<file path="src/heit_cfg.svh">
/*
 * Offsets, field positions, reset values and limits of the host endpoint
 * interval and type block.
 * Assumes a 32-bit classic Wishbone slave decoding byte addresses.
 */
`ifndef HEIT_CFG_SVH
`define HEIT_CFG_SVH

// endpoint n owns the 16-byte slot at n * 0x10; slot 0 holds globals
`define HEIT_SLOT_MSB        7
`define HEIT_SLOT_LSB        4
`define HEIT_WORD_MSB        3
`define HEIT_WORD_LSB        2
`define HEIT_OFS_STATUS      2'h0
`define HEIT_OFS_MASK        2'h1
`define HEIT_OFS_INTERVAL    2'h0
`define HEIT_OFS_TXMODE      2'h1
`define HEIT_OFS_RXTYPE      2'h2

`define HEIT_SPEED_MSB       7
`define HEIT_SPEED_LSB       6
`define HEIT_TRANSFER_PROTOCOL_SELECT_MSB        5
`define HEIT_TRANSFER_PROTOCOL_SELECT_LSB        4
`define HEIT_EPNUM_MSB       3
`define HEIT_EPNUM_LSB       0

`define HEIT_RST_INTERVAL    8'h00
`define HEIT_RST_TYPE        8'h00
`define HEIT_RST_STATUS      16'h0000
`define HEIT_RST_MASK        16'h0000

`define HEIT_EXP_MAX         5'h10
`define HEIT_NAK_MIN         8'h02
`define HEIT_CNT_W           17

`endif

</file>
<file path="src/heit_pkg.sv">
/*
 * Types shared by the host endpoint interval and type block.
 * Assumes heit_cfg.svh is on the include path.
 */
package heit_pkg;

    typedef enum logic [1:0] {
        HEIT_SPD_ILLEGAL = 2'h0,
        HEIT_SPD_HIGH    = 2'h1,
        HEIT_SPD_FULL    = 2'h2,
        HEIT_SPD_LOW     = 2'h3
    } heit_speed_e;

    typedef enum logic [1:0] {
        HEIT_TRANSFER_PROTOCOL_SELECT_CTRL = 2'h0,
        HEIT_TRANSFER_PROTOCOL_SELECT_ISO  = 2'h1,
        HEIT_TRANSFER_PROTOCOL_SELECT_BULK = 2'h2,
        HEIT_TRANSFER_PROTOCOL_SELECT_INTR = 2'h3
    } heit_transfer_protocol_select_e;

    // rx_endpoint_type and the tx mode register share this layout
    typedef struct packed {
        heit_speed_e speed;
        heit_transfer_protocol_select_e  transfer_protocol_select;
        logic [3:0]  target_rx_endpoint_number;
    } heit_type_s;

    // handshake report from the transaction engine
    typedef struct packed {
        logic       valid;
        logic [3:0] ep;
    } heit_evt_s;

    typedef enum logic [1:0] {
        HEIT_NAK_IDLE    = 2'h0,
        HEIT_NAK_STREAM  = 2'h1,
        HEIT_NAK_EXPIRED = 2'h3
    } heit_nak_e;

endpackage

</file>
<file path="src/heit_ep_sched.sv">
/*
 * Per-endpoint scheduler: polling interval and bulk NAK timeout.
 * Assumes frame_tick pulses once per frame or microframe on clk_sys.
 */
`timescale 1ns/1ps
`include "heit_cfg.svh"

module heit_ep_sched (
    input  wire logic               clk_sys,
    input  wire logic               rst_b,
    input  wire logic [7:0]         interval_or_nak_limit,
    input  wire heit_pkg::heit_type_s tx_mode,
    input  wire logic               halt,
    input  wire logic               frame_tick,
    input  wire logic               nak_seen,
    input  wire logic               xfer_ok,
    output logic                    poll_r,
    output logic                    tmo_r
);
    import heit_pkg::*;

    localparam int CW = `HEIT_CNT_W;

    logic [CW-1:0] poll_cnt_r;
    logic [CW-1:0] poll_cnt_nxt;
    logic [CW-1:0] nak_cnt_r;
    logic [CW-1:0] nak_cnt_nxt;
    heit_nak_e     nak_st_r;
    heit_nak_e     nak_st_nxt;
    logic          poll_nxt;
    logic          tmo_nxt;
    logic [4:0]    m_clip;
    logic [CW-1:0] pow2;
    logic [CW-1:0] period;
    logic          is_hs;
    logic          is_intr;
    logic          is_iso;
    logic          poll_act;
    logic          nak_en;

    always_comb begin
        m_clip = (interval_or_nak_limit > 8'h10) ? `HEIT_EXP_MAX
                                                 : interval_or_nak_limit[4:0];
        pow2 = (m_clip == 5'h00) ? '0 : (CW'(1) << (m_clip - 5'h01));
        is_hs = tx_mode.speed == HEIT_SPD_HIGH;
        is_intr = tx_mode.transfer_protocol_select == HEIT_TRANSFER_PROTOCOL_SELECT_INTR;
        is_iso = tx_mode.transfer_protocol_select == HEIT_TRANSFER_PROTOCOL_SELECT_ISO;
        if (is_intr && !is_hs) begin
            period = CW'(interval_or_nak_limit);
        end else begin
            period = pow2;
        end
        poll_act = (is_intr || is_iso) && !halt && (period != '0)
                   && (tx_mode.speed != HEIT_SPD_ILLEGAL);
        nak_en = (tx_mode.transfer_protocol_select == HEIT_TRANSFER_PROTOCOL_SELECT_BULK)
                 && (interval_or_nak_limit >= `HEIT_NAK_MIN);
    end

    always_comb begin
        poll_nxt = 1'b0;
        poll_cnt_nxt = poll_cnt_r;
        if (!poll_act) begin
            poll_cnt_nxt = '0;
        end else if (frame_tick) begin
            if (poll_cnt_r + CW'(1) >= period) begin
                poll_nxt = 1'b1;
                poll_cnt_nxt = '0;
            end else begin
                poll_cnt_nxt = poll_cnt_r + CW'(1);
            end
        end
    end

    always_comb begin
        nak_st_nxt = nak_st_r;
        nak_cnt_nxt = nak_cnt_r;
        tmo_nxt = 1'b0;
        case (nak_st_r)
            HEIT_NAK_IDLE: begin
                nak_cnt_nxt = '0;
                if (nak_en && nak_seen && !halt) begin
                    nak_st_nxt = HEIT_NAK_STREAM;
                end
            end
            HEIT_NAK_STREAM: begin
                if (!nak_en || xfer_ok || halt) begin
                    nak_st_nxt = HEIT_NAK_IDLE;
                end else if (frame_tick) begin
                    nak_cnt_nxt = nak_cnt_r + CW'(1);
                    if (nak_cnt_r + CW'(1) > pow2) begin
                        tmo_nxt = 1'b1;
                        nak_st_nxt = HEIT_NAK_EXPIRED;
                    end
                end
            end
            HEIT_NAK_EXPIRED: begin
                if (!halt && !tmo_r) begin
                    nak_st_nxt = HEIT_NAK_IDLE;
                end
            end
            default: begin
                nak_st_nxt = HEIT_NAK_IDLE;
            end
        endcase
    end

    always_ff @(posedge clk_sys or negedge rst_b) begin
        if (!rst_b) begin
            poll_cnt_r <= '0;
            nak_cnt_r <= '0;
            nak_st_r <= HEIT_NAK_IDLE;
            poll_r <= 1'b0;
            tmo_r <= 1'b0;
        end else begin
            poll_cnt_r <= poll_cnt_nxt;
            nak_cnt_r <= nak_cnt_nxt;
            nak_st_r <= nak_st_nxt;
            poll_r <= poll_nxt;
            tmo_r <= tmo_nxt;
        end
    end

    chk_poll_proto: assert property (@(posedge clk_sys) disable iff (!rst_b)
        poll_r |-> $past(poll_act))
        else $error("poll issued while endpoint not polled");
    chk_ls_interval: assert property (@(posedge clk_sys) disable iff (!rst_b)
        (frame_tick && poll_act && is_intr && !is_hs
         && poll_cnt_r == CW'(interval_or_nak_limit) - CW'(1))
        |=> poll_r)
        else $error("low or full speed poll not every m frames");
    chk_hs_interval: assert property (@(posedge clk_sys) disable iff (!rst_b)
        (frame_tick && poll_act && is_intr && is_hs
         && poll_cnt_r + CW'(1) == pow2) |=> poll_r)
        else $error("high speed poll not every 2^(m-1) microframes");
    chk_iso_interval: assert property (@(posedge clk_sys) disable iff (!rst_b)
        (frame_tick && poll_act && is_iso && poll_cnt_r + CW'(1) < pow2)
        |=> !poll_r)
        else $error("isochronous poll came early");
    chk_nak_limit: assert property (@(posedge clk_sys) disable iff (!rst_b)
        (nak_st_r == HEIT_NAK_STREAM && nak_en && !xfer_ok && !halt
         && frame_tick && nak_cnt_r == pow2) |=> tmo_r)
        else $error("nak limit passed without timeout");
    chk_nak_off: assert property (@(posedge clk_sys) disable iff (!rst_b)
        tmo_r |-> $past(nak_en))
        else $error("timeout while nak limit disabled");
    chk_nak_count: assert property (@(posedge clk_sys) disable iff (!rst_b)
        (nak_st_r == HEIT_NAK_STREAM && nak_en && !xfer_ok && !halt
         && frame_tick) |=> nak_cnt_r == $past(nak_cnt_r) + CW'(1))
        else $error("nak frame count did not advance");

endmodule

</file>
<file path="src/heit_top.sv">
/*
 * Host endpoint interval and type registers with their schedulers,
 * reached over a classic Wishbone slave port.
 * Assumes frame ticks and handshake reports come from logic on clk_sys.
 */
`timescale 1ns/1ps
`include "heit_cfg.svh"

module heit_top #(
    parameter int NUM_EP = 4
) (
    input  wire logic                    clk_sys,
    input  wire logic                    rst_b,
    input  wire logic                    wb_cyc_i,
    input  wire logic                    wb_stb_i,
    input  wire logic                    wb_we_i,
    input  wire logic [7:0]              wb_adr_i,
    input  wire logic [3:0]              wb_sel_i,
    input  wire logic [31:0]             wb_dat_i,
    output logic      [31:0]             wb_dat_o,
    output logic                         wb_ack_o,
    input  wire logic                    frame_tick,
    input  wire heit_pkg::heit_evt_s     nak_evt,
    input  wire heit_pkg::heit_evt_s     ok_evt,
    output logic      [NUM_EP:1]         poll_req,
    output logic      [NUM_EP:1]         ep_halt,
    output heit_pkg::heit_type_s [NUM_EP:1] rx_endpoint_type,
    output logic                         irq
);
    import heit_pkg::*;

    logic [7:0]       tx_endpoint_poll_interval [NUM_EP:1];
    logic [7:0]       interval_nxt [NUM_EP:1];
    heit_type_s       tx_mode_r [NUM_EP:1];
    heit_type_s       tx_mode_nxt [NUM_EP:1];
    heit_type_s       rx_type_nxt [NUM_EP:1];
    logic [15:0]      status_r;
    logic [15:0]      status_nxt;
    logic [15:0]      mask_r;
    logic [15:0]      mask_nxt;
    logic [15:0]      tmo_set;
    logic             irq_nxt;
    logic             ack_nxt;
    logic [31:0]      dat_nxt;
    logic             req;
    logic             wr;
    logic [3:0]       slot;
    logic [1:0]       word;
    logic [NUM_EP:1]  tmo_w;
    logic [NUM_EP:1]  poll_w;

    assign req = wb_cyc_i && wb_stb_i && !wb_ack_o;
    assign wr = req && wb_we_i;
    assign slot = wb_adr_i[`HEIT_SLOT_MSB:`HEIT_SLOT_LSB];
    assign word = wb_adr_i[`HEIT_WORD_MSB:`HEIT_WORD_LSB];

    genvar g;
    generate
        for (g = 1; g <= NUM_EP; g++) begin : gen_ep
            heit_ep_sched u_sched (
                .clk_sys               (clk_sys),
                .rst_b                 (rst_b),
                .interval_or_nak_limit (tx_endpoint_poll_interval[g]),
                .tx_mode               (tx_mode_r[g]),
                .halt                  (status_r[g]),
                .frame_tick            (frame_tick),
                .nak_seen              (nak_evt.valid
                                        && nak_evt.ep == 4'(g)),
                .xfer_ok               (ok_evt.valid && ok_evt.ep == 4'(g)),
                .poll_r                (poll_w[g]),
                .tmo_r                 (tmo_w[g])
            );

            chk_halt_set: assert property (@(posedge clk_sys)
                disable iff (!rst_b) tmo_w[g] |=> ep_halt[g])
                else $error("nak timeout did not halt endpoint");
            chk_halt_poll: assert property (@(posedge clk_sys)
                disable iff (!rst_b) ep_halt[g] [*3]
                |-> !poll_req[g])
                else $error("halted endpoint still polled");
        end
    endgenerate

    always_comb begin
        tmo_set = '0;
        for (int i = 1; i <= NUM_EP; i++) begin
            tmo_set[i] = tmo_w[i];
        end
    end

    always_comb begin
        for (int i = 1; i <= NUM_EP; i++) begin
            interval_nxt[i] = tx_endpoint_poll_interval[i];
            tx_mode_nxt[i] = tx_mode_r[i];
            rx_type_nxt[i] = rx_endpoint_type[i];
            if (wr && wb_sel_i[0] && slot == 4'(i)) begin
                case (word)
                    `HEIT_OFS_INTERVAL: interval_nxt[i] = wb_dat_i[7:0];
                    `HEIT_OFS_TXMODE: tx_mode_nxt[i] = wb_dat_i[7:0];
                    `HEIT_OFS_RXTYPE: begin
                        rx_type_nxt[i] = wb_dat_i[7:0];
                    end
                    default: begin
                        interval_nxt[i] = tx_endpoint_poll_interval[i];
                    end
                endcase
            end
        end
    end

    always_comb begin
        mask_nxt = mask_r;
        status_nxt = status_r;
        if (wr && slot == 4'h0 && word == `HEIT_OFS_MASK) begin
            if (wb_sel_i[0]) mask_nxt[7:0] = wb_dat_i[7:0];
            if (wb_sel_i[1]) mask_nxt[15:8] = wb_dat_i[15:8];
        end
        if (wr && slot == 4'h0 && word == `HEIT_OFS_STATUS) begin
            if (wb_sel_i[0]) status_nxt[7:0] = status_r[7:0] & ~wb_dat_i[7:0];
            if (wb_sel_i[1]) begin
                status_nxt[15:8] = status_r[15:8] & ~wb_dat_i[15:8];
            end
        end
        // a timeout in the clearing cycle keeps the bit set
        status_nxt = status_nxt | tmo_set;
        irq_nxt = |(status_r & mask_r);
    end

    always_comb begin
        ack_nxt = req;
        dat_nxt = '0;
        if (req && !wb_we_i) begin
            if (slot == 4'h0) begin
                case (word)
                    `HEIT_OFS_STATUS: dat_nxt = {16'h0000, status_r};
                    `HEIT_OFS_MASK: dat_nxt = {16'h0000, mask_r};
                    default: dat_nxt = '0;
                endcase
            end else begin
                for (int i = 1; i <= NUM_EP; i++) begin
                    if (slot == 4'(i)) begin
                        case (word)
                            `HEIT_OFS_INTERVAL: begin
                                dat_nxt[7:0] = tx_endpoint_poll_interval[i];
                            end
                            `HEIT_OFS_TXMODE: dat_nxt[7:0] = tx_mode_r[i];
                            `HEIT_OFS_RXTYPE: begin
                                dat_nxt[7:0] = rx_endpoint_type[i];
                            end
                            default: dat_nxt = '0;
                        endcase
                    end
                end
            end
        end
    end

    always_ff @(posedge clk_sys or negedge rst_b) begin
        if (!rst_b) begin
            for (int i = 1; i <= NUM_EP; i++) begin
                tx_endpoint_poll_interval[i] <= `HEIT_RST_INTERVAL;
                tx_mode_r[i] <= `HEIT_RST_TYPE;
                rx_endpoint_type[i] <= `HEIT_RST_TYPE;
            end
            status_r <= `HEIT_RST_STATUS;
            mask_r <= `HEIT_RST_MASK;
            irq <= 1'b0;
            wb_ack_o <= 1'b0;
            wb_dat_o <= '0;
            poll_req <= '0;
        end else begin
            for (int i = 1; i <= NUM_EP; i++) begin
                tx_endpoint_poll_interval[i] <= interval_nxt[i];
                tx_mode_r[i] <= tx_mode_nxt[i];
                rx_endpoint_type[i] <= rx_type_nxt[i];
            end
            status_r <= status_nxt;
            mask_r <= mask_nxt;
            irq <= irq_nxt;
            wb_ack_o <= ack_nxt;
            wb_dat_o <= dat_nxt;
            poll_req <= poll_w;
        end
    end

    always_comb begin
        ep_halt = status_r[NUM_EP:1];
    end

    chk_rxtype_write: assert property (@(posedge clk_sys) disable iff (!rst_b)
        (wr && wb_sel_i[0] && slot == 4'h1 && word == `HEIT_OFS_RXTYPE)
        |=> rx_endpoint_type[1] == $past(wb_dat_i[7:0]))
        else $error("rx type write not stored");
    chk_wb_ack: assert property (@(posedge clk_sys) disable iff (!rst_b)
        wb_ack_o |=> !wb_ack_o)
        else $error("ack held longer than one cycle");
    chk_irq_level: assert property (@(posedge clk_sys) disable iff (!rst_b)
        (|(status_r & mask_r)) |=> irq)
        else $error("interrupt not raised for unmasked status");
    chk_irq_low: assert property (@(posedge clk_sys) disable iff (!rst_b)
        !(|(status_r & mask_r)) |=> !irq)
        else $error("interrupt raised with no unmasked status");

endmodule

</file>
<file path="config.mk">
export PLATFORM = sky130hd
export DESIGN_NAME = heit_top
export DESIGN_NICKNAME = d
export VERILOG_FILES = /design/src/heit_pkg.sv /design/src/heit_ep_sched.sv /design/src/heit_top.sv
export VERILOG_INCLUDE_DIRS = /design/src
export SDC_FILE = /design/constraint.sdc
export NUM_CORES = 1
export LEC_CHECK = 0
export BUFFER_PORTS_ARGS = -buffer_cell sky130_fd_sc_hd__buf_4
export CAP_MARGIN = 0
export CORE_UTILIZATION = 60
export DETAILED_ROUTE_END_ITERATION = 16
export GPL_TIMING_DRIVEN = 0
export PLACE_DENSITY = 0.79
export SETUP_SLACK_MARGIN = 0.4
export SLEW_MARGIN = 5
export SYNTH_ARGS = -nofsm -noshare
export SYNTH_HDL_FRONTEND = slang
export SYNTH_SLANG_ARGS = --single-unit
export TNS_END_PERCENT = 30
</file>
<file path="constraint.sdc">
create_clock -name clk_sys -period 3.85 [get_ports clk_sys]
set_clock_uncertainty 0.1 [all_clocks]
set_input_delay 0.5775 -clock clk_sys [delete_from_list [all_inputs] [get_ports clk_sys]]
set_output_delay 0.5775 -clock clk_sys [all_outputs]
set_load 0.005 [all_outputs]
</file>
---- Yosys cells after proc, flatten, opt, wreduce, memory -nomap -nowiden ----
Index checks and enable logic that the tools add are counted.
Widths: inputs -> output; s select.
word-level totals
  bits in latches ......................... 0
  bits of input ports ..................... 60
  register bits after elaboration ......... 318
  memories ................................ 0
  bits in writable memories ............... 0
  memory bits (read-only) ................. 0
cells by class
  reduce and logical (&&, ||, !) cells .... 128
  eq/ne operators ......................... 66
  add/subtract/negate cells ............... 12
  shift-type cells ........................ 4
  $lt $le $gt $ge ......................... 16
  divide/modulo/power cells ............... 0
  bitwise gates (word level) .............. 6
  mux-type cells .......................... 105
  multiply operators ...................... 0
operator list
  kind                   count
  $mux 17                28
  $mux 32                5
  $add 17x1->17 const B  8
  $pmux 17 s2            4
  $pmux 8 s3             4
  $mux 24                3
  $ge 17x17->1           4
  $gt 17x17->1           4
  $reduce_bool 17->1     4
  $shl 1x5->17 const A   4
  $logic_and 1x1->1      52
  $mux 2                 20
  $ge 8x2->1 const B     4
  $gt 8x5->1 const B     4
  $pmux 16 s2            1
  $mux 1                 28
  $reduce_and 2->1       14
  $eq 2x1->1 const B     13
  $eq 2x2->1 const B     13
  $eq 4x2->1 const B     6
  $mux 8                 3
  $ne 2x2->1 const B     12
  $pmux 2 s3             4
  $logic_not 5->1        4
  21 further kinds       91

---- Depth between registers and ports, before layout ----
  word-level depth ........................ 10
  gate-level depth with buffers ........... 15

---- By module ----
A second synthesis with hierarchy kept.
unflattened totals
  cell total of the unflattened synthesis .. 2172
  area total of the unflattened synthesis .. 20572.2 um^2
modules (own cells, without submodules)
  module                                 sequential area each (um^2)  instances  cells an instance  area each (um^2)
  heit_top                               3753.6                       1          551                7129.3
  heit_ep_sched (gen_ep[1].u_sched ...)  950.9                        2          410                3383.2
  heit_ep_sched (gen_ep[2].u_sched)      950.9                        1          388                3363.2
  heit_ep_sched (gen_ep[4].u_sched)      950.9                        1          413                3313.2

---- Worst setup path after synthesis ----
No wires, ideal clock.
  path kind ............................... reg-to-reg
  start point ............................. register tx_endpoint_poll_interval[4] in the netlist's numbering
  end point ............................... register gen_ep[1].u_sched.poll_cnt_r[13]
  data required time ...................... 3624 ps
  cell stages (with the launch flop) ...... 13
  setup slack ............................. 314 ps
  path buffers ............................ 2
  clock period less this slack ............ 3536 ps
  arrival ................................. 3310 ps
  cell sequence ........................... dfrtp_1 > or4_1 > buf_2 > nor3_1 > a31oi_1 > ha_1 > and4_1 > nand2_1 > a211o_1 > o22ai_1 > clkbuf_1 > nor3_1 > a221o_1
between the ends
  cells in the longest elaborated chain, start to end .. 10
  elaborated cells on any way between the ends .. 15
ends and longest elaborated chain
  what                                                       line                                      source
  start, declared                                            heit_top.sv:32                            logic [7:0] tx_endpoint_poll_interval [NUM_EP:1];
  start signal, assigned by index                            heit_top.sv:161                           tx_endpoint_poll_interval[i] <= `HEIT_RST_INTERVAL;
  start signal, assigned by index                            heit_top.sv:173                           tx_endpoint_poll_interval[i] <= interval_nxt[i];
  $gt 8x5->1                                                 heit_ep_sched.sv:42                       m_clip = (interval_or_nak_limit > 8'h10) ? `HEIT_EXP_MAX
  $mux 5                                                     heit_ep_sched.sv:42
  $sub 5x1->5                                                heit_ep_sched.sv:44                       pow2 = (m_clip == 5'h00) ? '0 : (CW'(1) << (m_clip - 5'h01));
  $shl 1x5->17                                               heit_ep_sched.sv:44
  $mux 17                                                    heit_ep_sched.sv:44
  $mux 17 (*)                                                heit_ep_sched.sv:48                       if (is_intr && !is_hs) begin
  $ge 17x17->1 / $reduce_bool 17->1 (equally long branches)  heit_ep_sched.sv:65, heit_ep_sched.sv:53
  $mux 17 / $logic_and 1x1->1 (equally long branches)        heit_ep_sched.sv:65, heit_ep_sched.sv:53
  $mux 17 / $logic_and 1x1->1 (equally long branches)        heit_ep_sched.sv:64, heit_ep_sched.sv:54
  $mux 17 / $ne 2x2->1 (equally long branches)               -
  end signal, assigned                                       heit_ep_sched.sv:115                      poll_cnt_r <= poll_cnt_nxt;
  end, declared                                              heit_ep_sched.sv:24                       logic [CW-1:0] poll_cnt_r;
Every way passes the cells marked *; elsewhere a longest branch is shown, timed or not. The select of a mux whose other input is x is not followed.
A chain may end at the register's enable or synchronous reset.

---- Worst setup path in the final report ----
  start point ............................. register tx_endpoint_poll_interval[4] in the netlist's numbering
  end point ............................... register gen_ep[1].u_sched.poll_cnt_r[11]
The elaborated chain is that of the path after synthesis.

==> impl_metrics.json <==
{
  "p_int_w": 0.005255,
  "rsz0062_at_grt": "yes",
  "place_inst": 2754,
  "grt_pass1_wl_um": 89520,
  "synth_edf_count": 0,
  "fp.coreArea_um2": 32620,
  "crit_chain": "or4_4 -> buf_6 -> inv_4 -> and3_4 -> and2_4 -> nand2_1 -> ha_4 -> and4_1 -> nand2_1 -> a211o_1 -> o22ai_4 -> nor2_4 -> buf_4 -> a221o_1",
  "cts_buffers": 35,
  "syn_inst": 2195,
  "maxCapViolations": 0,
  "pwr-share-seq_pct": 46.9,
  "cts_sinks": 302,
  "grt_pass1_vias": 17269,
  "startpoint_type": "flip-flop",
  "ys.flop_type": "dfrtp_1",
  "finalHoldViolCount": 0,
  "nNetsFinal": 2591,
  "vdd_drop_max_v": 0.0003181,
  "path_common_cell": "nand2_1",
  "nFillCells": 2401,
  "layout_commonest_cell": "dfrtp_1",
  "die_w_um": 184.4,
  "max_freq_ghz": 0.2877,
  "synthesis.area_um2": 19970,
  "powerDensity_nw_per_um2": 297.3,
  "worstSetupPathType": "reg2reg",
  "final_cell_mix": "292 x dfrtp_1, 244 x nand2_1, 169 x nor2_1",
  "die_h_um": 184.4,
  "ys_ff_latch": 302,
  "clock_power_share_pct": 47.0,
  "drcViolationCount": 0,
  "critPathMaxStageDelay_ns": 0.55,
  "ys_seq_area_share_pct": 37.85,
  "cp_max_fo": 5,
  "vias_per_cell": 6.306,
  "status": "completed",
  "numPortBuffers": 93,
  "final.period_utilization_pct": 90.27,
  "cts_tree": "done",
  "drtPass1Iterations": 5,
  "vias": 18015,
  "whs_ns": 0.1425,
  "swShare_pct": 24.40,
  "hp-class": "in2reg",
  "htree_levels": 2,
  "drive_above_1_share_pct": 19.73,
  "comb_power_share_pct": 6.1,
  "syn2layout_area_growth_pct": 17.10,
  "grt_max_degree": 107,
  "avgSynthCellArea_um2": 9.096,
  "dieArea_um2": 34010,
  "cp-end-kind": "flip-flop",
  "finalCriticalPeriod_ns": 3.475,
  "grt_use_total_pct": 33.16,
  "relSlewSlack_pct": 32.38,
  "worst_path_max_delay_cell": "or4_4",
  "arrival_ns": 3.78,
  "start_util_pct": 61.21,
  "clk_latency_ns": 0.54,
  "synth_cell_type_count": 85,
  "wire_per_inst_um": 19.89,
  "cts.path.max_buffers": 3,
  "cts_root_buf": "clkbuf_16",
  "ant_nets": 0,
  "pin_count": 134,
  "fp-row-count": 66,
  "routed_wl_um": 56830,
  "yosys_warnings": 0,
  "grt_antenna_before_repair": 3,
  "crit_required_ns": 4.16,
  "place.gp.congestion": 0.9561,
  "synthArstFlopShare_pct": 100.0,
  "instances_no_fill": 2857,
  "fin_setup_tns_ns": 0,
  "drt_iter0_drc": 1715,
  "p_sw_w": 0.001696,
  "clkTransAtPathRegs_ns": 0.06,
  "max_slew.worst_pin.slew_ns": 1.011,
  "setup_viol": 0,
  "dp_hpwl_um": 40140,
  "grt_overflow": 0,
  "final_max_slew_viol_count": 0,
  "leakagePower_nw": 11.26
}
-- per-layer routing --
layer	vias to the layer above	GRT usage (%)	part of all wire [%]
met5	-	0	0
met4	0	11.63	3.2
met3	132	5.276	6.9
met2	713	53.74	47
met1	8832	44.96	43
li1	8338	-	-
-- registers in the layout, summed over array words and instances, names as in the netlist, 16 cells and up --
name                       cells
gen_ep.u_sched.nak_cnt_r      68
tx_mode_r                     32
wb_dat_o                      16
status_r                      16
gen_ep.u_sched.poll_cnt_r     68
rx_endpoint_type              32
tx_endpoint_poll_interval     32
mask_r                        16
-- stage by stage --
stage          power, W  util [%]  instance area, um2  worst slack (ns)
6_report       0.006951     71.68               23380            0.3747
5_1_grt        0.007153     71.68               23380            0.2702
4_1_cts        0.006963     69.78               22760            0.2282
3_5_place_dp   0.003718     65.52               21370           -0.2716
3_3_place_gp   0.003700     65.32               21310           -0.6042
2_1_floorplan  0.003488         -               20060            0.3512
-- cell usage after synthesis, types with 18 or more instances --
cell type / number / area (um2)
a21o_1: 33 / 247.7
a21oi_1: 73 / 365.4
a22o_1: 20 / 175.2
a31oi_1: 59 / 369.1
and2_1: 22 / 137.6
and3_1: 53 / 331.6
buf_2: 20 / 100.1
buf_4: 22 / 165.2
clkbuf_1: 77 / 289.0
dfrtp_1: 302 / 7557
ha_1: 144 / 1802
inv_1: 59 / 221.5
mux2_2: 88 / 991.0
mux2i_1: 41 / 410.4
nand2_1: 247 / 927.1
nand3_1: 116 / 580.6
nand4_1: 42 / 262.8
nor2_1: 177 / 664.4
nor2b_1: 20 / 125.1
nor3_1: 38 / 190.2
o211ai_1: 23 / 172.7
o21ai_0: 119 / 595.6
o31ai_1: 23 / 172.7
or2_2: 18 / 112.6
xnor2_1: 73 / 639.4
xor2_1: 40 / 350.3
-- critical path: cells and delay by family (launching register included) --
kind	cells	cell delay, ns
and+or+nand+nor	7	1.35
AOI/OAI and AO/OA	3	0.83
DFF	1	0.38
buffers and inverters	3	0.38
adders and majority gates	1	0.31
-- cells by family after synthesis --
kind of cell	after synthesis	share of synthesized area (%)
simple gates	825	20.40
compound gates	489	16.34
flops	302	37.85
buf+inv	190	4.311
fa+ha+maj	144	9.024
mux	130	7.075
xor+xnor	113	4.957
other cells	2	0.03761
-- worst paths after layout --
kind                                                     startpoint                                           end  slack (ns)  depth (start not counted)
min in group asynchronous                                     rst_b  gen_ep[4].u_sched.poll_cnt_r[11]$_DFFE_PN0P_        0.53                          2
setup reg to reg           tx_endpoint_poll_interval[4]$_DFFE_PN0P_  gen_ep[1].u_sched.poll_cnt_r[11]$_DFFE_PN0P_        0.37                         14
max in group asynchronous                                     rst_b   gen_ep[1].u_sched.poll_cnt_r[0]$_DFFE_PN0P_        1.62                          4
setup / recovery           tx_endpoint_poll_interval[4]$_DFFE_PN0P_  gen_ep[1].u_sched.poll_cnt_r[11]$_DFFE_PN0P_        0.37                         14
hold reg to reg                  gen_ep[4].u_sched.poll_r$_DFF_PN0_                         poll_req[4]$_DFF_PN0_        0.25                          0
hold / removal                                         wb_dat_i[13]                      status_r[13]$_DFFE_PN0P_        0.14                          2
-- power by group through the flow --
stage	logic (W)	registers [W]	clock network (W)
after floorplan	0.000188	0.00330	0
after global placement	0.000388	0.00331	0
after detailed placement	0.000405	0.00331	0
after CTS	0.000414	0.00326	0.00329
after global routing	0.000461	0.00326	0.00343
final	0.000424	0.00326	0.00327
-- layout make-up --
| type | count | area [um2] | area share (%) |
|---|---|---|---|
| Multi-Input combinational cell | 1725 | 12100 | 51.76 |
| Sequential cell | 302 | 7570 | 32.38 |
| Timing Repair Buffer | 133 | 1082 | 4.629 |
| Clock buffer | 49 | 968.4 | 4.142 |
| Buffer | 128 | 723.2 | 3.093 |
| Tap cell | 442 | 553.0 | 2.365 |
| Inverter | 62 | 240.2 | 1.027 |
| Clock inverter | 14 | 137.6 | 0.5886 |
| Antenna cell | 2 | 5.005 | 0.02141 |
-- what timing repair did --
item                       CTS  global route
setup buffers               14            19
setup endpoints to repair   75            80
gates cloned                 3             1
hold buffers                 1             0
hold endpoints to repair     2             0
resized for setup           43           137
pin swaps                    7            20
Power figures use the tool's default switching activity.
